### config.mk
export PLATFORM = sky130hd
export DESIGN_NAME = aisp_reg_port
export DESIGN_NICKNAME = d
export VERILOG_FILES = /design/src/inc/aisp_pkg.sv /design/src/inc/aisp_line_if.sv /design/src/aisp_line_cond.sv /design/src/aisp_reg_port.sv
export VERILOG_INCLUDE_DIRS = /design/src /design/src/inc
export SDC_FILE = /design/constraint.sdc
export NUM_CORES = 1
export LEC_CHECK = 0
export BUFFER_PORTS_ARGS = -buffer_cell sky130_fd_sc_hd__clkbuf_2
export CAP_MARGIN = 20
export CORE_UTILIZATION = 57
export CTS_BUF_LIST = sky130_fd_sc_hd__clkbuf_16
export CTS_CLUSTER_DIAMETER = 120
export CTS_CLUSTER_SIZE = 14
export DETAILED_ROUTE_END_ITERATION = 8
export PLACE_DENSITY = 0.78
export REMOVE_ABC_BUFFERS = 1
export SLEW_MARGIN = 15
export SYNTH_ARGS = -nofsm -noshare
export SYNTH_HDL_FRONTEND = slang
export SYNTH_HIERARCHICAL = 1
export SYNTH_SLANG_ARGS = --single-unit
### constraint.sdc
create_clock -name clk_i -period 3.1 [get_ports clk_i]
set_input_delay 0 -clock clk_i [delete_from_list [all_inputs] [get_ports clk_i]]
set_output_delay 0 -clock clk_i [all_outputs]
set_load 0.01 [all_outputs]
### src/inc/aisp_cfg.svh
/*
 * Constants of the two-wire register port: address, counts, reset values.
 * Assumes nothing; included by the line conditioner and the register port.
 */
`ifndef AISP_CFG_SVH
`define AISP_CFG_SVH

// Fixed upper five bits of the seven-bit slave address
`define AISP_ADDR_FIXED 5'h1a
// Index of the last bit of a byte
`define AISP_BIT_LAST 3'h7
// Reset value of the register pointer
`define AISP_PTR_RST 8'h00
// Reset value of a register word
`define AISP_WORD_RST 16'h0000
// Reset value of a two-stage pipe
`define AISP_PIPE_RST 2'h0
// Reset value of a bus line pipe; the pulled-up lines idle high
`define AISP_LINE_PIPE_RST 2'h3
// Reset value of a delayed bus line copy
`define AISP_LINE_PREV_RST 1'h1
// Highest bus clock rate served, in kHz
`define AISP_SCL_MAX_KHZ 400
// Core clock rate, in kHz
`define AISP_CLK_KHZ 50000
// Core clocks per fastest bus clock period
`define AISP_CLKS_PER_SCL (`AISP_CLK_KHZ / `AISP_SCL_MAX_KHZ)

`endif

### src/inc/aisp_pkg.sv
/*
 * Types of the two-wire register port: protocol state and byte role.
 * Assumes the constants header sits beside it.
 */
`default_nettype none

package aisp_pkg;

    // Bit-level protocol state
    typedef enum logic [3:0] {
        ST_IDLE,
        ST_RX,
        ST_RX_WAIT,
        ST_RX_ACK,
        ST_TX,
        ST_TX_WAIT,
        ST_TX_ACK,
        ST_TX_NEXT,
        ST_IGNORE
    } aisp_state_type;

    // Meaning of the next byte received
    typedef enum logic [1:0] {
        PH_ADDR,
        PH_PTR,
        PH_WR_MS,
        PH_WR_LS
    } aisp_phase_type;

endpackage : aisp_pkg

`default_nettype wire

### src/inc/aisp_line_if.sv
/*
 * Conditioned bus lines passed from the line conditioner to the core.
 * Assumes a single core clock drives both ends.
 */
`timescale 1ns/100ps
`default_nettype none

interface aisp_line_if;
    logic scl_rise; // Bus clock rising edge, one cycle
    logic scl_fall; // Bus clock falling edge, one cycle
    logic sda;      // Synchronised data line level
    logic start;    // Start or repeated start seen
    logic stop;     // Stop seen
    logic sel_hi;   // Upper address select level
    logic sel_lo;   // Lower address select level
    logic mode;     // Bus-controlled mode level

    // Producer side
    modport cond (output scl_rise, scl_fall, sda, start, stop, sel_hi, sel_lo, mode);
    // Consumer side
    modport core (input scl_rise, scl_fall, sda, start, stop, sel_hi, sel_lo, mode);
endinterface : aisp_line_if

`default_nettype wire

### src/aisp_line_cond.sv
/*
 * Line conditioner: synchronises pins and finds bus edges, start and stop.
 * Assumes a reset already synchronised to clk_i.
 */
`timescale 1ns/100ps
`default_nettype none

module aisp_line_cond
    import aisp_pkg::*;
(
    input wire logic clk_i,
    input wire logic rst_n_i,
    input wire logic scl_pin_i,
    input wire logic sda_pin_i,
    input wire logic sel_hi_pin_i,
    input wire logic sel_lo_pin_i,
    input wire logic mode_pin_i,
    aisp_line_if.cond lines
);

    `include "aisp_cfg.svh"

    localparam int NUM_PINS = 5;

    logic [NUM_PINS-1:0] pin_raw;     // Raw pin levels
    logic [NUM_PINS-1:0] pin_sync;    // Second-stage outputs
    logic scl_prev_reg;               // Bus clock one cycle back
    logic sda_prev_reg;               // Bus data one cycle back

    assign pin_raw = {mode_pin_i, sel_lo_pin_i, sel_hi_pin_i, sda_pin_i, scl_pin_i};

    // Two flip-flops per pin; 125 samples per fastest bus period
    // oversampled bus clock
    for (genvar gi = 0; gi < NUM_PINS; gi++) begin : g_sync
        logic [1:0] pipe_reg; // Synchroniser pair
        always_ff @(posedge clk_i or negedge rst_n_i) begin
            if (!rst_n_i) begin
                // Bus lines start at their idle level: no false edge
                pipe_reg <= (gi < 2) ? `AISP_LINE_PIPE_RST : `AISP_PIPE_RST;
            end else begin
                pipe_reg <= {pipe_reg[0], pin_raw[gi]};
            end
        end
        assign pin_sync[gi] = pipe_reg[1];
    end

    // Delayed copies for edge finding
    always_ff @(posedge clk_i or negedge rst_n_i) begin
        if (!rst_n_i) begin
            scl_prev_reg <= `AISP_LINE_PREV_RST;
            sda_prev_reg <= `AISP_LINE_PREV_RST;
        end else begin
            scl_prev_reg <= pin_sync[0];
            sda_prev_reg <= pin_sync[1];
        end
    end

    // Edges and bus conditions
    assign lines.scl_rise = pin_sync[0] & ~scl_prev_reg;
    assign lines.scl_fall = ~pin_sync[0] & scl_prev_reg;
    assign lines.sda = pin_sync[1];
    assign lines.start = pin_sync[0] & scl_prev_reg & sda_prev_reg & ~pin_sync[1];
    assign lines.stop = pin_sync[0] & scl_prev_reg & ~sda_prev_reg & pin_sync[1];
    assign lines.sel_hi = pin_sync[2];
    assign lines.sel_lo = pin_sync[3];
    assign lines.mode = pin_sync[4];

endmodule : aisp_line_cond

`default_nettype wire

### src/aisp_reg_port.sv
/*
 * Slave-only two-wire register port: addressing, pointer, word transfers.
 * Assumes reg_rdata_i shows the word at reg_addr_o combinationally.
 */
// What this block does
// - Serves bus clocks up to 400 kHz
// - Slave only, never drives the clock
// - Serves the bus only in bus mode
// - Answers address 11010 plus two straps
// - Upper strap is high bit, lower low
// - Registers move as 16-bit byte pairs
// - Bytes travel most significant bit first
// - Acknowledges address and pointer bytes
// - Writes high then low byte, commits both
// - Pointer advances after each written pair
// - Read by repeated start, direction one
// - Sends high byte, then low byte
// - Master acknowledge of the low byte advances to next register
// - Master no-acknowledge releases the data line
`timescale 1ns/100ps
`default_nettype none

module aisp_reg_port
    import aisp_pkg::*;
(
    input wire logic clk_i,
    input wire logic rst_n_i,
    input wire logic bus_clock_or_freq_strap_pin_i,
    input wire logic bus_data_or_role_strap_pin_i,
    output logic bus_data_or_role_strap_pin_o,
    output logic bus_data_or_role_strap_pin_oe_o,
    input wire logic addr_select_hi_pin_i,
    input wire logic addr_select_lo_pin_i,
    input wire logic bus_ctrl_mode_i,
    input wire logic [15:0] reg_rdata_i,
    output logic [7:0] reg_addr_o,
    output logic [15:0] reg_wdata_o,
    output logic reg_wr_o,
    output logic reg_rd_o
);

    `include "aisp_cfg.svh"

    logic [1:0] rst_pipe_reg;         // Reset release pipe
    logic rst_n;                      // Synchronised reset
    aisp_state_type state_reg;        // Protocol state
    aisp_phase_type phase_reg;        // Role of next received byte
    logic [2:0] bit_cnt_reg;          // Bits of current byte seen
    logic [6:0] shift_reg;            // Received bits so far
    logic [15:0] tx_reg;              // Outgoing word, current bit on top
    logic sda_oe_reg;                 // Pulling the data line low
    logic read_dir_reg;               // Address byte asked for a read
    logic lsb_sel_reg;                // Sending the low byte
    logic inc_pend_reg;               // Pointer advance after this ack
    logic [7:0] ptr_reg;              // Register pointer
    logic [7:0] msb_hold_reg;         // High byte awaiting its partner
    logic [15:0] wdata_reg;           // Word to commit
    logic wr_reg;                     // Commit strobe
    logic rd_reg;                     // Word-taken strobe
    logic [7:0] rx_byte;              // Byte completed this cycle
    logic [6:0] own_addr;             // Our seven-bit address
    logic byte_done;                  // Eighth bit clocked in
    logic addr_hit;                   // Address byte names us
    logic ev_commit;                  // Low byte of a write arrived
    logic ev_ptr_load;                // Pointer byte arrived
    logic ev_load_word;               // New word enters the shifter
    logic ev_ptr_inc;                 // Pointer moves to next register
    logic master_ack;                 // Master pulled low in its ack slot

    aisp_line_if line_if ();

    // Reset: asserted at once, released after two clocks
    always_ff @(posedge clk_i or negedge rst_n_i) begin
        if (!rst_n_i) begin
            rst_pipe_reg <= `AISP_PIPE_RST;
        end else begin
            rst_pipe_reg <= {rst_pipe_reg[0], 1'b1};
        end
    end
    assign rst_n = rst_pipe_reg[1];

    // Pin synchronisers and bus condition finder
    aisp_line_cond u_line_cond (
        .clk_i(clk_i),
        .rst_n_i(rst_n),
        .scl_pin_i(bus_clock_or_freq_strap_pin_i),
        .sda_pin_i(bus_data_or_role_strap_pin_i),
        .sel_hi_pin_i(addr_select_hi_pin_i),
        .sel_lo_pin_i(addr_select_lo_pin_i),
        .mode_pin_i(bus_ctrl_mode_i),
        .lines(line_if.cond)
    );

    assign own_addr = {`AISP_ADDR_FIXED, line_if.sel_hi, line_if.sel_lo};

    assign rx_byte = {shift_reg, line_if.sda};
    assign byte_done = (state_reg == ST_RX) && line_if.scl_rise && (bit_cnt_reg == `AISP_BIT_LAST);
    assign addr_hit = (rx_byte[7:1] == own_addr);
    assign master_ack = line_if.scl_rise && !line_if.sda;

    // Decoded byte events
    assign ev_commit = byte_done && (phase_reg == PH_WR_LS);
    assign ev_ptr_load = byte_done && (phase_reg == PH_PTR);
    // Word taken after the read address ack, and after each acked low byte
    assign ev_load_word = line_if.scl_fall
        && (((state_reg == ST_RX_ACK) && read_dir_reg) || ((state_reg == ST_TX_NEXT) && lsb_sel_reg));
    assign ev_ptr_inc = ((state_reg == ST_RX_ACK) && line_if.scl_fall && inc_pend_reg)
        || ((state_reg == ST_TX_ACK) && master_ack && lsb_sel_reg);

    // Receive shifter
    always_ff @(posedge clk_i or negedge rst_n) begin
        if (!rst_n) begin
            shift_reg <= 7'h00;
        end else if ((state_reg == ST_RX) && line_if.scl_rise) begin
            shift_reg <= rx_byte[6:0];
        end
    end

    // Protocol state, bit count, data line drive, transmit shifter
    always_ff @(posedge clk_i or negedge rst_n) begin
        if (!rst_n) begin
            state_reg <= ST_IDLE;
            phase_reg <= PH_ADDR;
            bit_cnt_reg <= 3'h0;
            sda_oe_reg <= 1'b0;
            tx_reg <= `AISP_WORD_RST;
            read_dir_reg <= 1'b0;
            lsb_sel_reg <= 1'b0;
            inc_pend_reg <= 1'b0;
        end else if (!line_if.mode) begin
            state_reg <= ST_IDLE;
            sda_oe_reg <= 1'b0;
        end else if (line_if.stop) begin
            // Stop ends any transfer
            state_reg <= ST_IDLE;
            sda_oe_reg <= 1'b0;
        end else if (line_if.start) begin
            state_reg <= ST_RX;
            phase_reg <= PH_ADDR;
            bit_cnt_reg <= 3'h0;
            sda_oe_reg <= 1'b0;
            read_dir_reg <= 1'b0;
            lsb_sel_reg <= 1'b0;
            inc_pend_reg <= 1'b0;
        end else begin
            unique case (state_reg)
                // Waiting for a start
                ST_IDLE, ST_IGNORE: begin
                    sda_oe_reg <= 1'b0;
                end
                // Shifting a byte in
                ST_RX: begin
                    if (line_if.scl_rise) begin
                        bit_cnt_reg <= bit_cnt_reg + 3'h1;
                    end
                    if (byte_done) begin
                        unique case (phase_reg)
                            PH_ADDR: begin
                                state_reg <= addr_hit ? ST_RX_WAIT : ST_IGNORE;
                                read_dir_reg <= rx_byte[0];
                                phase_reg <= PH_PTR;
                            end
                            PH_PTR: begin
                                state_reg <= ST_RX_WAIT;
                                phase_reg <= PH_WR_MS;
                            end
                            PH_WR_MS: begin
                                state_reg <= ST_RX_WAIT;
                                phase_reg <= PH_WR_LS;
                            end
                            PH_WR_LS: begin
                                state_reg <= ST_RX_WAIT;
                                phase_reg <= PH_WR_MS;
                                inc_pend_reg <= 1'b1;
                            end
                        endcase
                    end
                end
                // Eighth clock high; ack starts at its fall
                ST_RX_WAIT: begin
                    if (line_if.scl_fall) begin
                        state_reg <= ST_RX_ACK;
                        sda_oe_reg <= 1'b1;
                    end
                end
                // Holding ack low through the ninth clock
                ST_RX_ACK: begin
                    if (line_if.scl_fall) begin
                        inc_pend_reg <= 1'b0;
                        bit_cnt_reg <= 3'h0;
                        if (read_dir_reg) begin
                            state_reg <= ST_TX;
                            tx_reg <= reg_rdata_i;
                            sda_oe_reg <= ~reg_rdata_i[15];
                        end else begin
                            state_reg <= ST_RX;
                            sda_oe_reg <= 1'b0;
                        end
                    end
                end
                // Shifting a byte out; next bit after each fall
                ST_TX: begin
                    if (line_if.scl_rise) begin
                        bit_cnt_reg <= bit_cnt_reg + 3'h1;
                        if (bit_cnt_reg == `AISP_BIT_LAST) begin
                            state_reg <= ST_TX_WAIT;
                        end
                    end else if (line_if.scl_fall) begin
                        tx_reg <= {tx_reg[14:0], 1'b0};
                        sda_oe_reg <= ~tx_reg[14];
                    end
                end
                // Last bit clocked; free the line for the master
                ST_TX_WAIT: begin
                    if (line_if.scl_fall) begin
                        tx_reg <= {tx_reg[14:0], 1'b0};
                        sda_oe_reg <= 1'b0;
                        state_reg <= ST_TX_ACK;
                    end
                end
                // Sampling the master's answer
                ST_TX_ACK: begin
                    if (line_if.scl_rise) begin
                        if (line_if.sda) begin
                            state_reg <= ST_IGNORE;
                        end else begin
                            state_reg <= ST_TX_NEXT;
                        end
                    end
                end
                // Ack clock high; next byte starts at its fall
                ST_TX_NEXT: begin
                    if (line_if.scl_fall) begin
                        state_reg <= ST_TX;
                        bit_cnt_reg <= 3'h0;
                        lsb_sel_reg <= ~lsb_sel_reg;
                        if (lsb_sel_reg) begin
                            tx_reg <= reg_rdata_i;
                            sda_oe_reg <= ~reg_rdata_i[15];
                        end else begin
                            sda_oe_reg <= ~tx_reg[15];
                        end
                    end
                end
            endcase
        end
    end

    // Register pointer: loaded by pointer byte, advanced per word
    always_ff @(posedge clk_i or negedge rst_n) begin
        if (!rst_n) begin
            ptr_reg <= `AISP_PTR_RST;
        end else if (ev_ptr_load) begin
            ptr_reg <= rx_byte;
        end else if (ev_ptr_inc) begin
            ptr_reg <= ptr_reg + 8'h01;
        end
    end

    // Register-side strobes and write word
    always_ff @(posedge clk_i or negedge rst_n) begin
        if (!rst_n) begin
            msb_hold_reg <= 8'h00;
            wdata_reg <= `AISP_WORD_RST;
            wr_reg <= 1'b0;
            rd_reg <= 1'b0;
        end else begin
            if (byte_done && (phase_reg == PH_WR_MS)) begin
                msb_hold_reg <= rx_byte;
            end
            wr_reg <= ev_commit;
            if (ev_commit) begin
                wdata_reg <= {msb_hold_reg, rx_byte};
            end
            rd_reg <= ev_load_word;
        end
    end

    // Outputs; data pin only ever pulls low
    // open-drain, slave only
    assign bus_data_or_role_strap_pin_o = rst_pipe_reg[1] & 1'b0;
    assign bus_data_or_role_strap_pin_oe_o = sda_oe_reg;
    assign reg_addr_o = ptr_reg;
    assign reg_wdata_o = wdata_reg;
    assign reg_wr_o = wr_reg;
    assign reg_rd_o = rd_reg;

    chk_mode_off_quiet: assert property (@(posedge clk_i) disable iff (!rst_n)
        !line_if.mode |=> !sda_oe_reg && (state_reg == ST_IDLE))
        else $error("data line driven outside bus mode");

    chk_foreign_quiet: assert property (@(posedge clk_i) disable iff (!rst_n)
        (byte_done && (phase_reg == PH_ADDR) && !addr_hit) |=> !sda_oe_reg [*8])
        else $error("foreign address disturbed the data line");

    chk_ack_slot: assert property (@(posedge clk_i) disable iff (!rst_n)
        ((state_reg == ST_RX_WAIT) && line_if.scl_fall && line_if.mode && !line_if.start && !line_if.stop)
        |=> sda_oe_reg && (state_reg == ST_RX_ACK))
        else $error("byte not acknowledged");

    chk_pair_commit: assert property (@(posedge clk_i) disable iff (!rst_n)
        ev_commit |=> reg_wr_o && (reg_wdata_o == {$past(msb_hold_reg), $past(rx_byte)}) ##1 !reg_wr_o)
        else $error("write word not committed as a pair");

    chk_ptr_advance: assert property (@(posedge clk_i) disable iff (!rst_n)
        (ev_ptr_inc && !ev_ptr_load) |=> (ptr_reg == $past(ptr_reg) + 8'h01))
        else $error("pointer did not advance");

    chk_tx_msb_first: assert property (@(posedge clk_i) disable iff (!rst_n)
        (state_reg == ST_TX) |-> (sda_oe_reg == !tx_reg[15]))
        else $error("transmitted bit is not the top bit");

    chk_nack_release: assert property (@(posedge clk_i) disable iff (!rst_n)
        ((state_reg == ST_TX_ACK) && line_if.scl_rise && line_if.sda && line_if.mode && !line_if.stop)
        |=> (state_reg == ST_IGNORE) && !sda_oe_reg ##1 !sda_oe_reg)
        else $error("line held after master no-ack");

    chk_read_word: assert property (@(posedge clk_i) disable iff (!rst_n)
        ev_load_word && line_if.mode && !line_if.start && !line_if.stop
        |=> (tx_reg == $past(reg_rdata_i)) && reg_rd_o)
        else $error("read word not loaded");

    chk_restart_addr: assert property (@(posedge clk_i) disable iff (!rst_n)
        (line_if.start && line_if.mode && !line_if.stop) |=> (state_reg == ST_RX) && (phase_reg == PH_ADDR))
        else $error("start did not restart addressing");

    chk_pull_on_fall: assert property (@(posedge clk_i) disable iff (!rst_n)
        $rose(sda_oe_reg) |-> $past(line_if.scl_fall))
        else $error("data line pulled low while bus clock high");

endmodule : aisp_reg_port

`default_nettype wire

==> metrics.yaml <==
start_util: 0.600
yosys_register_bits: 84
final_nets: 420
critPathLaunchType: "flop"
viasPerCell: 5.81
leakagePower_nw: 2.22
portBuffers: 49
hp-class: "in2reg"
yosys-top-cells-area: "dfrtp_1, mux2_1, mux2i_1, mux2_2, dfstp_2"
synth_ff_type: "dfrtp_1"
core_sq_um: 6420
ys_seq_area_frac: 0.547
cts.sinks: 84
root_buffer: "clkbuf_16"
overflow: 0
required_ns: 3.31
async_flop_share: 1.00
synth_edf_count: 0
clk_latency_ns: 0.33
ys_types: 55
p_per_area_nw_per_um2: 487
drt-pass1-iter-count: 8
violations: "design-rule violations"
synthCells: 328
multiInputGateArea_sq_um: 1630
drtIter0Drc: 206
grt_usage: 0.245
synth.cell_area_sq_um: 3850
n_fill_cell: 434
antennaDiodeCount: 0
cts_tree: "done"
yosys-top-cells-count: "dfrtp_1, nand2_1, mux2i_1, mux2_1, nor2_1"
status: "finished, violations left"
drc_errors: 4
hold_ws_ns: 0.0345
arrival_ns: 2.79
grt_pass1_vias: 2765
htreeDepth: 3
slew_viol_final: 0
slew_headroom: 0.544
die_x_um: 84.2
grt_pass1_wl_mm: 13.3
std_cell_rows: 29
synth_warnings: 6
cts_max_path_buffers: 2
wl_per_cell_um: 16.8
final_antenna_net_count: 0
clk_pin_slew_ns: 0.06
worst_pin_slew_ns: 0.684
cp-end-kind: "flop"
synth_area_leader_cell: "dfrtp_1"
yosysMostFrequentCell: "dfrtp_1"
cts_made_buffers: 9
fin_crit_ns: 2.58
wl_mm: 7.96
layout-drive-gt1-share: 0.249
min_period_over_period: 0.831
crit_type: "reg2reg"
fp.dieH_um: 84.2
rsz0062_at_grt: "no"
seq_area_sq_um: 2110
vias: 2761
gp_congestion: 0.846
grt_max_degree: 83
postSynthAreaPerCell_sq_um: 11.7
area_growth_pct: 20.1
grt_antenna_before_repair: 0
fin_skew_ns: 0.00656
setup_violations: 0
synth_top_area_share: 0.506
tns_ns: 0
pin_count: 51
max_cap_viol_count: 0
vdd_ir_drop_max_mv: 0.447
timing.fmax_mhz: 388
hold_viol: 0
die-area_sq_um: 7090
dp.final_hpwl_mm: 4.74
worst-path-max-fanout: 18
==> where the power goes <==
group	internal, W	switching, W	total [W]
Clock	0.000532	0.000412	0.000944
Sequential	0.00113	0.0000433	0.00118
Combinational	0.0000666	0.0000656	0.000132
==> metrics by stage <==
step           instances  utilization  power, W  worst slack (ns)  cell area [sq um]
6_report             475        0.721   0.00225             0.524               4630
3_5_place_dp         437        0.642   0.00130             0.552               4120
2_1_floorplan        309            -   0.00125            -0.632               3760
4_1_cts              474        0.717   0.00226             0.528               4600
3_3_place_gp         437        0.642   0.00129             0.677               4120
5_1_grt              475        0.721   0.00233             0.321               4630
==> placed cells by master, fill, tap and decap left out, drive strengths merged, types with 5 or more instances in the layout <==
cell type    instances
nor2                18
nand3b               6
o21ai               26
clkbuf              58
dlygate4sd3         22
a21oi               14
xor2                 9
nor2b                5
dfrtp               78
mux2i               19
dfstp                6
inv                  8
nand3                6
mux2                32
nand2               27
a31oi                5
==> worst max-delay path, cell delays in order, from the launching register on <==
cell	delay, ns
dfstp_2	0.56
nor2b_1	0.47
nand3b_4	0.16
nor4_4	0.33
nand3_2	0.46
mux2_1	0.48
==> path summary, 6_finish.rpt <==
path,slack [ns],depth (start not counted),start,end
worst min register to register,0.27,0,rst_pipe_reg[1],msb_hold_reg[2]
worst max register to register,0.52,5,u_line_cond/g_sync[0].pipe_reg[1],reg_wdata_o[13]
worst min-delay path,0.03,3,reg_rdata_i[1],tx_reg[1]
min in group asynchronous,0.27,0,rst_pipe_reg[1],msb_hold_reg[2]
max in group asynchronous,2.18,1,rst_pipe_reg[1],u_line_cond/g_sync[1].pipe_reg[0]
worst max-delay path,0.52,5,u_line_cond/g_sync[0].pipe_reg[1],reg_wdata_o[13]
==> repair_timing <==
action / CTS / global route
setup buffers: 0 / 0
hold buffers: 22 / 0
gates resized for setup: 0 / 0
endpoints found under the hold margin: 22 / 0
==> layout make-up <==
type | instances | share of cell area
clock inverter | 6 | 0.00730
inverter | 6 | 0.00486
multi-input combinational | 219 | 0.352
clock buffer | 9 | 0.0486
timing repair buffer | 74 | 0.110
tap | 77 | 0.0208
sequential | 84 | 0.456
==> kinds of logic after synthesis <==
group	count (synthesis)	synth area share
adder cells (fa/ha/maj)	3	0.00974
AND/OR/NAND/NOR	84	0.130
XOR/XNOR	10	0.0227
flip-flops	84	0.547
multiplexers	51	0.143
AO/OA/AOI/OAI	69	0.114
buffers and inverters	25	0.0308
other	2	0.00195
==> routing by layer <==
layer / part of all wire / global-route usage / vias up / routed length, um
met5: 0 / 0 / - / 0
met4: 0.010 / 0.0909 / 0 / 81
met3: 0.037 / 0.0472 / 9 / 298
met2: 0.50 / 0.397 / 57 / 3940
met1: 0.46 / 0.331 / 1386 / 3640
li1: - / - / 1309 / -
Note: power is estimated with default switching activity, not from simulation.
